<file path="src/core/hbm_pkg.sv">
// Shared types and constants for the host bus mode selection block.
// Assumes one 100 MHz clock and a synchronous, active-high reset.
package hbm_pkg;

  // ************************************************************
  // Bus personalities and access widths
  // ************************************************************
  typedef enum logic [2:0] {
    HBM_MODE_PCI    = 3'b000,
    HBM_MODE_ISA    = 3'b001,
    HBM_MODE_PCMCIA = 3'b010,
    HBM_MODE_PAR    = 3'b011,
    HBM_MODE_SPI    = 3'b100
  } hbm_mode_e;

  typedef enum logic [1:0] {
    HBM_W8  = 2'b00,
    HBM_W16 = 2'b01,
    HBM_W32 = 2'b10
  } hbm_width_e;

  // Parallel sub-modes: strobe with direction, flat, multiplexed
  typedef enum logic [1:0] {
    HBM_PAR_RW_STROBE = 2'b00,
    HBM_PAR_RDWR_FLAT = 2'b01,
    HBM_PAR_RDWR_MUX  = 2'b10
  } hbm_par_e;

  // Serial clock detection states
  typedef enum logic [1:0] {
    HBM_DET_RESET  = 2'b00,
    HBM_DET_WATCH  = 2'b01,
    HBM_DET_LOCKED = 2'b10
  } hbm_det_e;

  // ************************************************************
  // Register request carrier
  // ************************************************************
  typedef struct packed {
    logic wr;
    logic rd;
    logic [7:0] addr;
    logic [7:0] wdata;
  } hbm_reg_req_s;

  // ************************************************************
  // Strap codes, written as {high strap, low strap}
  // ************************************************************
  localparam logic [1:0] HBM_STRAP_PCI = 2'b00;
  localparam logic [1:0] HBM_STRAP_ISA = 2'b10;
  localparam logic [1:0] HBM_STRAP_PCMCIA = 2'b11;
  localparam logic [1:0] HBM_STRAP_PAR = 2'b01;

  // ************************************************************
  // Register offsets
  // ************************************************************
  localparam logic [7:0] HBM_OFS_CIRM = 8'h00;
  localparam logic [7:0] HBM_OFS_CTRL = 8'h01;
  localparam logic [7:0] HBM_OFS_RAM_LO = 8'h08;
  localparam logic [7:0] HBM_OFS_RAM_MID = 8'h09;
  localparam logic [7:0] HBM_OFS_RAM_HI = 8'h0A;
  localparam logic [7:0] HBM_OFS_RAM_MISC = 8'h0C;
  localparam logic [7:0] HBM_OFS_RAM_USE = 8'h15;
  localparam logic [7:0] HBM_OFS_CHIP_ID = 8'h16;
  localparam logic [7:0] HBM_OFS_STATUS = 8'h1C;
  localparam logic [7:0] HBM_OFS_CHIP_RV = 8'h1F;
  localparam logic [7:0] HBM_OFS_GPIO_SEL0 = 8'h40;
  localparam logic [7:0] HBM_OFS_GPIO_SEL1 = 8'h41;
  localparam logic [7:0] HBM_OFS_GPIO_OE0 = 8'h42;
  localparam logic [7:0] HBM_OFS_GPIO_OE1 = 8'h43;
  localparam logic [7:0] HBM_OFS_GPIO_OUT0 = 8'h44;
  localparam logic [7:0] HBM_OFS_GPIO_OUT1 = 8'h45;
  localparam logic [7:0] HBM_OFS_GPIO_IN0 = 8'h48;
  localparam logic [7:0] HBM_OFS_GPIO_IN1 = 8'h49;
  localparam logic [7:0] HBM_OFS_GPI_IN0 = 8'h4A;
  localparam logic [7:0] HBM_OFS_GPI_IN1 = 8'h4B;
  localparam logic [7:0] HBM_OFS_GPI_IN2 = 8'h4C;
  localparam logic [7:0] HBM_OFS_GPI_IN3 = 8'h4D;

  // ************************************************************
  // Field positions and reset values
  // ************************************************************
  localparam int HBM_CTRL_SUB_MSB = 1;
  localparam int HBM_CTRL_SUB_LSB = 0;
  localparam int HBM_STAT_MODE_MSB = 2;
  localparam int HBM_STAT_MODE_LSB = 0;
  localparam int HBM_STAT_LOCK = 3;
  localparam logic [7:0] HBM_BYTE_RST = 8'h00;
  localparam logic [15:0] HBM_HALF_RST = 16'h0000;
  localparam logic [31:0] HBM_WORD_RST = 32'h0000_0000;

  // ************************************************************
  // Pin counts
  // ************************************************************
  localparam int HBM_TX_PINS = 16;
  localparam int HBM_GPI_PINS = 32;

endpackage

</file>
<file path="src/core/hbm_gpio_cell.sv">
// One shared transmit / general-purpose pin cell.
// Assumes the pad input is synchronous to mclk.
`timescale 1ns/1ps
module hbm_gpio_cell (
  // Clock and reset
  input wire logic mclk,
  input wire logic rst,
  // Selection and data from the register file
  input wire logic use_gpio,
  input wire logic gpio_drive,
  input wire logic gpio_value,
  // Line transmit data
  input wire logic line_tx,
  // Pad signals
  input wire logic pad_i,
  output logic pad_o,
  output logic pad_oe,
  output logic gpio_sample
);
  import hbm_pkg::*;

  // ************************************************************
  // Output path
  // ************************************************************
  // Transmit drives always; general-purpose drives when enabled
  always_ff @(posedge mclk) begin
    if (rst) begin
      pad_o <= 1'b0;
      pad_oe <= 1'b0;
    end else if (use_gpio) begin
      pad_o <= gpio_value;
      pad_oe <= gpio_drive;
    end else begin
      pad_o <= line_tx;
      pad_oe <= 1'b1;
    end
  end

  // ************************************************************
  // Input path
  // ************************************************************
  // Pad level as seen by software
  always_ff @(posedge mclk) begin
    if (rst) begin
      gpio_sample <= 1'b0;
    end else begin
      gpio_sample <= pad_i;
    end
  end

endmodule

</file>
<file path="src/core/hbm_mode_select.sv">
// Host bus mode selection and shared pin multiplexer.
// Assumes all pin inputs are synchronous to mclk and that rst is
// synchronous, active high and held while the straps are valid.
`timescale 1ns/1ps
module hbm_mode_select #(
  parameter logic [7:0] CHIP_ID_VALUE = 8'h5A, // Arbitrary value
  parameter logic [7:0] CHIP_REV_VALUE = 8'h01 // Arbitrary value
) (
  // Clock and reset
  input wire logic mclk,
  input wire logic rst,
  // Mode straps
  input wire logic bus_strap_lo,
  input wire logic bus_strap_hi,
  // Mode-dependent pins
  input wire logic serial_clock_in,
  input wire logic serial_select_n,
  input wire logic pin195_i,
  output logic pin196_o,
  output logic pin196_oe,
  input wire logic [3:0] upper_addr_pins,
  // Interrupt pin, open drain
  output logic irq_pin_o,
  output logic irq_pin_oe,
  // Mode flags
  output hbm_pkg::hbm_mode_e bus_mode,
  output logic mode_locked,
  output logic mode_dependent_supply,
  output logic [1:0] mode_dependent_ground,
  output logic tie_low_input,
  output logic [3:0] upper_addr,
  // Core requests
  input wire logic irq_req,
  input wire logic pme_req,
  input wire logic serial_tx_data,
  input wire logic par_strobe,
  output logic power_event_in,
  output logic serial_rx_data,
  output logic serial_selected,
  output logic serial_clock,
  // Access width check
  input wire logic acc_req,
  input wire hbm_pkg::hbm_width_e acc_width,
  output logic acc_ok,
  // Register port
  input wire hbm_pkg::hbm_reg_req_s reg_req,
  output logic [7:0] reg_rdata,
  // Line transmit pins and general-purpose I/O
  input wire logic [15:0] line_tx_a,
  input wire logic [15:0] general_io_pin_i,
  output logic [15:0] general_io_pin_o,
  output logic [15:0] general_io_pin_oe,
  // Line receive and level-detect pins, general inputs
  input wire logic [31:0] general_input_pin,
  output logic [31:0] line_rx_a
);
  import hbm_pkg::*;

  // ************************************************************
  // Declarations
  // ************************************************************
  logic [1:0] strap_reg; // Straps caught during reset
  hbm_det_e det_reg; // Serial clock detector state
  hbm_det_e det_next;
  logic spi_reg; // Serial personality found
  logic clk_prev_reg; // Last bus clock pin level
  logic clk_edge; // Rising edge on the bus clock pin
  hbm_mode_e mode_next;
  logic [7:0] cirm_reg; // Chip reset and misc byte
  logic [7:0] ctrl_reg; // Bus control byte
  logic [23:0] ram_addr_reg; // RAM address bytes
  logic [7:0] ram_misc_reg; // RAM misc byte
  logic [15:0] gpio_sel_reg; // Per pin general-purpose select
  logic [15:0] gpio_oe_reg; // Per pin drive enable
  logic [15:0] gpio_out_reg; // Per pin output value
  logic [15:0] gpio_in; // Sampled pad levels
  logic [31:0] gpi_reg; // Sampled general inputs
  hbm_par_e par_sub; // Parallel sub-mode
  logic [7:0] rdata_next;

  // ************************************************************
  // Strap capture
  // ************************************************************
  // Straps follow the pins in reset, then stay frozen
  always_ff @(posedge mclk) begin
    if (rst) begin
      strap_reg <= {bus_strap_hi, bus_strap_lo};
    end
  end

  // ************************************************************
  // Serial clock detection
  // ************************************************************
  // Bus clock pin history for edge detection
  always_ff @(posedge mclk) begin
    if (rst) begin
      clk_prev_reg <= 1'b0;
    end else begin
      clk_prev_reg <= serial_clock_in;
    end
  end

  assign clk_edge = serial_clock_in & ~clk_prev_reg;

  // Next detector state
  always_comb begin
    det_next = det_reg;
    case (det_reg)
      HBM_DET_RESET: begin
        // Only parallel straps need watching
        if (strap_reg == HBM_STRAP_PAR) begin
          det_next = HBM_DET_WATCH;
        end else begin
          det_next = HBM_DET_LOCKED;
        end
      end
      HBM_DET_WATCH: begin
        // Clock edge or a parallel strobe settles it
        if (clk_edge || par_strobe) begin
          det_next = HBM_DET_LOCKED;
        end
      end
      HBM_DET_LOCKED: begin
        det_next = HBM_DET_LOCKED;
      end
      default: begin
        det_next = HBM_DET_RESET;
      end
    endcase
  end

  // Detector state register
  always_ff @(posedge mclk) begin
    if (rst) begin
      det_reg <= HBM_DET_RESET;
    end else begin
      det_reg <= det_next;
    end
  end

  // Serial flag: clock edge before or in the same cycle as the first parallel strobe
  always_ff @(posedge mclk) begin
    if (rst) begin
      spi_reg <= 1'b0;
    end else if (det_reg == HBM_DET_WATCH && clk_edge) begin
      spi_reg <= 1'b1;
    end
  end

  // ************************************************************
  // Mode decode
  // ************************************************************
  // Strap code to personality
  always_comb begin
    case (strap_reg)
      HBM_STRAP_PCI: mode_next = HBM_MODE_PCI;
      HBM_STRAP_ISA: mode_next = HBM_MODE_ISA;
      HBM_STRAP_PCMCIA: mode_next = HBM_MODE_PCMCIA;
      HBM_STRAP_PAR: begin
        mode_next = spi_reg ? HBM_MODE_SPI : HBM_MODE_PAR;
      end
      default: mode_next = HBM_MODE_PCI;
    endcase
  end

  // Personality and lock flag
  always_ff @(posedge mclk) begin
    if (rst) begin
      bus_mode <= HBM_MODE_PCI;
      mode_locked <= 1'b0;
    end else begin
      bus_mode <= mode_next;
      mode_locked <= (det_reg == HBM_DET_LOCKED);
    end
  end

  // ************************************************************
  // Access width check
  // ************************************************************
  assign par_sub = hbm_par_e'(ctrl_reg[HBM_CTRL_SUB_MSB:HBM_CTRL_SUB_LSB]);

  // Width allowed in the current personality
  always_comb begin
    acc_ok = 1'b0;
    if (acc_req) begin
      case (bus_mode)
        HBM_MODE_PCI: acc_ok = (acc_width != 2'b11);
        HBM_MODE_ISA, HBM_MODE_PCMCIA: begin
          acc_ok = (acc_width == HBM_W8) || (acc_width == HBM_W16);
        end
        HBM_MODE_PAR: begin
          if (par_sub == HBM_PAR_RDWR_MUX) begin
            acc_ok = (acc_width != 2'b11);
          end else begin
            acc_ok = (acc_width == HBM_W8) || (acc_width == HBM_W16);
          end
        end
        HBM_MODE_SPI: acc_ok = (acc_width == HBM_W8);
        default: acc_ok = 1'b0;
      endcase
    end
  end

  // ************************************************************
  // Shared pin functions
  // ************************************************************
  // Serial, power event and address pins by personality
  always_ff @(posedge mclk) begin
    if (rst) begin
      serial_selected <= 1'b0;
      serial_rx_data <= 1'b0;
      serial_clock <= 1'b0;
      power_event_in <= 1'b0;
      pin196_o <= 1'b0;
      pin196_oe <= 1'b0;
      upper_addr <= 4'h0;
    end else begin
      serial_selected <= (bus_mode == HBM_MODE_SPI) & ~serial_select_n;
      serial_rx_data <= (bus_mode == HBM_MODE_SPI) & pin195_i;
      serial_clock <= (bus_mode == HBM_MODE_SPI) & serial_clock_in;
      power_event_in <= (bus_mode == HBM_MODE_PCI) & pin195_i;
      upper_addr <= (bus_mode == HBM_MODE_ISA) ? upper_addr_pins : 4'h0;
      case (bus_mode)
        HBM_MODE_SPI: begin
          pin196_o <= serial_tx_data;
          pin196_oe <= 1'b1;
        end
        HBM_MODE_PCI: begin
          pin196_o <= pme_req;
          pin196_oe <= 1'b1;
        end
        default: begin
          pin196_o <= 1'b0;
          pin196_oe <= 1'b0;
        end
      endcase
    end
  end

  // Flags telling which shared pins are plain ground or supply
  always_ff @(posedge mclk) begin
    if (rst) begin
      mode_dependent_supply <= 1'b1;
      mode_dependent_ground <= 2'b00;
      tie_low_input <= 1'b0;
    end else begin
      mode_dependent_supply <= (bus_mode != HBM_MODE_SPI);
      mode_dependent_ground[0] <= (bus_mode == HBM_MODE_ISA) ||
        (bus_mode == HBM_MODE_PAR);
      mode_dependent_ground[1] <= (bus_mode != HBM_MODE_PCI) &&
        (bus_mode != HBM_MODE_SPI) && (bus_mode != HBM_MODE_PCMCIA);
      tie_low_input <= (bus_mode == HBM_MODE_PAR) ||
        (bus_mode == HBM_MODE_SPI);
    end
  end

  // ************************************************************
  // Interrupt pin
  // ************************************************************
  // Pull low only; released in ISA and PCMCIA
  assign irq_pin_o = 1'b0;
  always_ff @(posedge mclk) begin
    if (rst) begin
      irq_pin_oe <= 1'b0;
    end else begin
      irq_pin_oe <= irq_req && ((bus_mode == HBM_MODE_PCI) ||
        (bus_mode == HBM_MODE_PAR) || (bus_mode == HBM_MODE_SPI));
    end
  end

  // ************************************************************
  // General-purpose pins
  // ************************************************************
  genvar gi;
  generate
    for (gi = 0; gi < HBM_TX_PINS; gi++) begin : g_cell
      hbm_gpio_cell u_cell (
        .mclk(mclk),
        .rst(rst),
        .use_gpio(gpio_sel_reg[gi]),
        .gpio_drive(gpio_oe_reg[gi]),
        .gpio_value(gpio_out_reg[gi]),
        .line_tx(line_tx_a[gi]),
        .pad_i(general_io_pin_i[gi]),
        .pad_o(general_io_pin_o[gi]),
        .pad_oe(general_io_pin_oe[gi]),
        .gpio_sample(gpio_in[gi])
      );
    end
  endgenerate

  // Receive pins feed the line side and software alike
  always_ff @(posedge mclk) begin
    if (rst) begin
      gpi_reg <= HBM_WORD_RST;
      line_rx_a <= HBM_WORD_RST;
    end else begin
      gpi_reg <= general_input_pin;
      line_rx_a <= general_input_pin;
    end
  end

  // ************************************************************
  // Register writes
  // ************************************************************
  // Write-only bytes and general-purpose controls
  always_ff @(posedge mclk) begin
    if (rst) begin
      cirm_reg <= HBM_BYTE_RST;
      ctrl_reg <= HBM_BYTE_RST;
      ram_addr_reg <= {HBM_BYTE_RST, HBM_BYTE_RST, HBM_BYTE_RST};
      ram_misc_reg <= HBM_BYTE_RST;
      gpio_sel_reg <= HBM_HALF_RST;
      gpio_oe_reg <= HBM_HALF_RST;
      gpio_out_reg <= HBM_HALF_RST;
    end else if (reg_req.wr) begin
      case (reg_req.addr)
        HBM_OFS_CIRM: cirm_reg <= reg_req.wdata;
        HBM_OFS_CTRL: ctrl_reg <= reg_req.wdata;
        HBM_OFS_RAM_LO: ram_addr_reg[7:0] <= reg_req.wdata;
        HBM_OFS_RAM_MID: ram_addr_reg[15:8] <= reg_req.wdata;
        HBM_OFS_RAM_HI: ram_addr_reg[23:16] <= reg_req.wdata;
        HBM_OFS_RAM_MISC: ram_misc_reg <= reg_req.wdata;
        HBM_OFS_GPIO_SEL0: gpio_sel_reg[7:0] <= reg_req.wdata;
        HBM_OFS_GPIO_SEL1: gpio_sel_reg[15:8] <= reg_req.wdata;
        HBM_OFS_GPIO_OE0: gpio_oe_reg[7:0] <= reg_req.wdata;
        HBM_OFS_GPIO_OE1: gpio_oe_reg[15:8] <= reg_req.wdata;
        HBM_OFS_GPIO_OUT0: gpio_out_reg[7:0] <= reg_req.wdata;
        HBM_OFS_GPIO_OUT1: gpio_out_reg[15:8] <= reg_req.wdata;
        default: begin
          // Unmapped or read-only offsets ignore writes
        end
      endcase
    end
  end

  // ************************************************************
  // Register reads
  // ************************************************************
  // Read mux; write-only and unmapped offsets give zero
  always_comb begin
    rdata_next = HBM_BYTE_RST;
    case (reg_req.addr)
      HBM_OFS_RAM_USE: rdata_next = HBM_BYTE_RST;
      HBM_OFS_CHIP_ID: rdata_next = CHIP_ID_VALUE;
      HBM_OFS_STATUS: begin
        rdata_next[HBM_STAT_MODE_MSB:HBM_STAT_MODE_LSB] = bus_mode;
        rdata_next[HBM_STAT_LOCK] = mode_locked;
      end
      HBM_OFS_CHIP_RV: rdata_next = CHIP_REV_VALUE;
      HBM_OFS_GPIO_IN0: rdata_next = gpio_in[7:0];
      HBM_OFS_GPIO_IN1: rdata_next = gpio_in[15:8];
      HBM_OFS_GPI_IN0: rdata_next = gpi_reg[7:0];
      HBM_OFS_GPI_IN1: rdata_next = gpi_reg[15:8];
      HBM_OFS_GPI_IN2: rdata_next = gpi_reg[23:16];
      HBM_OFS_GPI_IN3: rdata_next = gpi_reg[31:24];
      default: rdata_next = HBM_BYTE_RST;
    endcase
  end

  // Read data held until the next read
  always_ff @(posedge mclk) begin
    if (rst) begin
      reg_rdata <= HBM_BYTE_RST;
    end else if (reg_req.rd) begin
      reg_rdata <= rdata_next;
    end
  end

endmodule

</file>
<file path="config.mk">
export PLATFORM = sky130hd
export DESIGN_NAME = hbm_mode_select
export DESIGN_NICKNAME = d
export VERILOG_FILES = /design/src/core/hbm_pkg.sv /design/src/core/hbm_gpio_cell.sv /design/src/core/hbm_mode_select.sv
export SDC_FILE = /design/constraint.sdc
export NUM_CORES = 1
export LEC_CHECK = 0
export ABC_CLOCK_PERIOD_IN_PS = 5850
export BUFFER_PORTS_ARGS = -buffer_cell sky130_fd_sc_hd__buf_2
export CORE_ASPECT_RATIO = 1.4
export CORE_MARGIN = 3
export CORE_UTILIZATION = 40
export CTS_CLUSTER_SIZE = 40
export DETAILED_ROUTE_END_ITERATION = 12
export PLACE_DENSITY = 0.65
export SETUP_SLACK_MARGIN = 0.2
export SLEW_MARGIN = 25
export SYNTH_ARGS = -nofsm -noshare
export SYNTH_HDL_FRONTEND = slang
export SYNTH_SLANG_ARGS = --single-unit
</file>
<file path="constraint.sdc">
create_clock -name mclk -period 5.85 [get_ports mclk]
set_input_delay 1.17 -clock mclk [delete_from_list [all_inputs] [get_ports mclk]]
set_output_delay 1.17 -clock mclk [all_outputs]
set_load 0.05 [all_outputs]
</file>
==> impl_metrics.env <==
export IMPL_outcome="finished clean"
export IMPL_p_per_area_nw_per_um2=339.9
export IMPL_maxCapViolations=0
export IMPL_fmax_mhz=302.0
export IMPL_cts_made_buffers=17
export IMPL_grt_usage_pct=17.55
export IMPL_synth_area_um2=6117
export IMPL_yosysSeqAreaShare_pct=53.67
export IMPL_post_drt_wl_per_cell_um=15.54
export IMPL_whs_ns=0.4424
export IMPL_via_per_inst=4.795
export IMPL_cts_root_buffer="clkbuf_16"
export IMPL_insertion_delay_ns=0.41
export IMPL_cp_start_kind="input pin"
export IMPL_io_pin_count=193
export IMPL_hold_path_depth=2
export IMPL_hold_class="reg -> reg"
export IMPL_critPathKind="in -> out"
export IMPL_stdcell_count=950
export IMPL_path_clk_slew_ns=0.06
export IMPL_reg2reg_from="det_reg[1]"
export IMPL_cts_tree="built"
export IMPL_slew_violations=0
export IMPL_yosys_warnings=0
export IMPL_tightest_slew_ns=0.9107
export IMPL_reg2reg_to="det_reg[0]"
export IMPL_r2r_slack_ns=4.13
export IMPL_cts_setup_buffers=0
export IMPL_synth_area_per_cell_um2=10.25
export IMPL_setup_tns_ns=0
export IMPL_synth_cells=597
export IMPL_grt_pass1_wl_um=23840
export IMPL_die_width_um=110.5
export IMPL_p_leak_nw=3.390
export IMPL_dpl_cell_area_um2=6972
export IMPL_detail_route_iter0_violations=189
export IMPL_grt_max_degree=94
export IMPL_grt_pass1_vias=4669
export IMPL_drc=0
export IMPL_antenna_found_initial=0
export IMPL_place_ws_ns=2.527
export IMPL_setup_ws_ns=2.538
export IMPL_startpoint="acc_width[1]"
export IMPL_area_growth_pct=23.79
export IMPL_grt_overflow=0
export IMPL_final_nets=853
export IMPL_layout_drive_gt1_share_pct=31.27
export IMPL_crit_arrival_ns=2.14
export IMPL_synth_edff_count=2
export IMPL_reg2regPathDepth=5
export IMPL_most_common_layout_cells="buf_2, dfxtp_1, nor2_1, mux2i_1, nor2b_1"
export IMPL_start_util_pct=41.60
export IMPL_skew_ns=0.009767
export IMPL_dieArea_um2=16830
export IMPL_finalWirelength_um=14760
export IMPL_relSlewSlack_pct=39.29
export IMPL_hold_end="g_cell[10].u_cell.pad_oe"
export IMPL_fin_area_um2=7572
export IMPL_num_rows=52
export IMPL_ir_worst_vdd_mv=0.2037
export IMPL_critPathRequiredTime_ns=4.68
export IMPL_core_area_um2=14700
export IMPL_finalCriticalPeriod_ns=3.312
export IMPL_dp_hpwl_um=10850
export IMPL_period_share_pct=56.61
export IMPL_dp_cells=919
export IMPL_critPathMaxFanout=2
export IMPL_synthArstFlopShare_pct=0
export IMPL_synth_cell_types=54
export IMPL_clockBufferDepth=2
export IMPL_cts_sinks=163
export IMPL_postCtsHoldBufs=0
export IMPL_hold_viol=0
export IMPL_port_buffer_count=191
export IMPL_ys_seq_elements=163
export IMPL_hold_start="gpio_oe_reg[10]"
export IMPL_largest_register_ffs=32
export IMPL_die_h_um=152.3
export IMPL_via_count=4555
export IMPL_post_route_util_pct=51.50
export IMPL_place_congestion=0.8709
export IMPL_final_common_cell="buf_2"
export IMPL_antenna_left=0
export IMPL_drt_first_pass_iters=4
export IMPL_end_kind="primary output"
export IMPL_num_antenna_cells=0
export IMPL_total_power_mw=2.574
export IMPL_syn_nets=701
export IMPL_synth_main_ff_cell="dfxtp_1"
export IMPL_cts_resized=0
export IMPL_setup_violations_final=0
export IMPL_cts_htree_levels=4
export IMPL_rsz0062_at_grt="no"
==> synthesized netlist by cell type, drive strengths merged, types with 5 or more instances <==
| master | number | area [um^2] |
|---|---|---|
| dfxtp | 161 | 3223 |
| nor2 | 82 | 307.8 |
| and2 | 7 | 43.79 |
| nor3 | 6 | 35.03 |
| a21oi | 28 | 140.1 |
| mux2i | 70 | 700.7 |
| nand3 | 8 | 40.04 |
| o21ai | 7 | 35.03 |
| inv | 22 | 82.58 |
| clkbuf | 16 | 60.06 |
| nor2b | 57 | 356.6 |
| nand2 | 16 | 60.06 |
| mux2 | 5 | 56.30 |
| buf | 44 | 301.5 |
| a311oi | 5 | 43.79 |
==> layer usage <==
metal	up-vias	wire (um)	track usage [%]
met2	165	7578	30.67
met4	0	334	7.042
met1	2096	5866	19.89
li1	2274	-	-
met3	20	984	5.324
met5	-	0	0
==> how the worst max path moves through the flow <==
stage	end	slack [ns]	cells after the start
4_1_cts	acc_ok	2.52	5
3_5_place_dp	acc_ok	2.53	5
6_report	acc_ok	2.54	5
3_3_place_gp	acc_ok	2.50	5
2_1_floorplan	acc_ok	2.65	3
5_1_grt	acc_ok	2.48	5
==> worst max-delay path: stages <==
cell and delay [ns]:
buf_2 0.10, or3_1 0.30, a21oi_1 0.18, o21a_1 0.14
buf_2 0.25
==> area by class of cell <==
cell class / instances / area [um^2]
flip-flops and latches: 163 / 3283
well taps: 189 / 236.5
multi-input cells: 352 / 2396
clock inverters: 9 / 156.4
clock buffers: 22 / 444.2
fillers: 1403 / 7132
repair buffers: 193 / 973.4
inverters: 22 / 82.58
==> cells by family after synthesis <==
logic type / share of synthesized area (%)
buffers and inverters: 7.261
flip-flops: 53.67
AO/OA/AOI/OAI: 6.341
AND/OR/NAND/NOR: 18.37
adder cells (fa/ha/maj): 0.8182
multiplexers: 13.48
other: 0.06130
==> power breakdown <==
group / total, mW / switching, mW / internal, mW
clock network: 1.13 / 0.420 / 0.713
logic: 0.271 / 0.189 / 0.0814
registers: 1.17 / 0.0191 / 1.15
No activity file was read; power rests on OpenSTA's default activity.
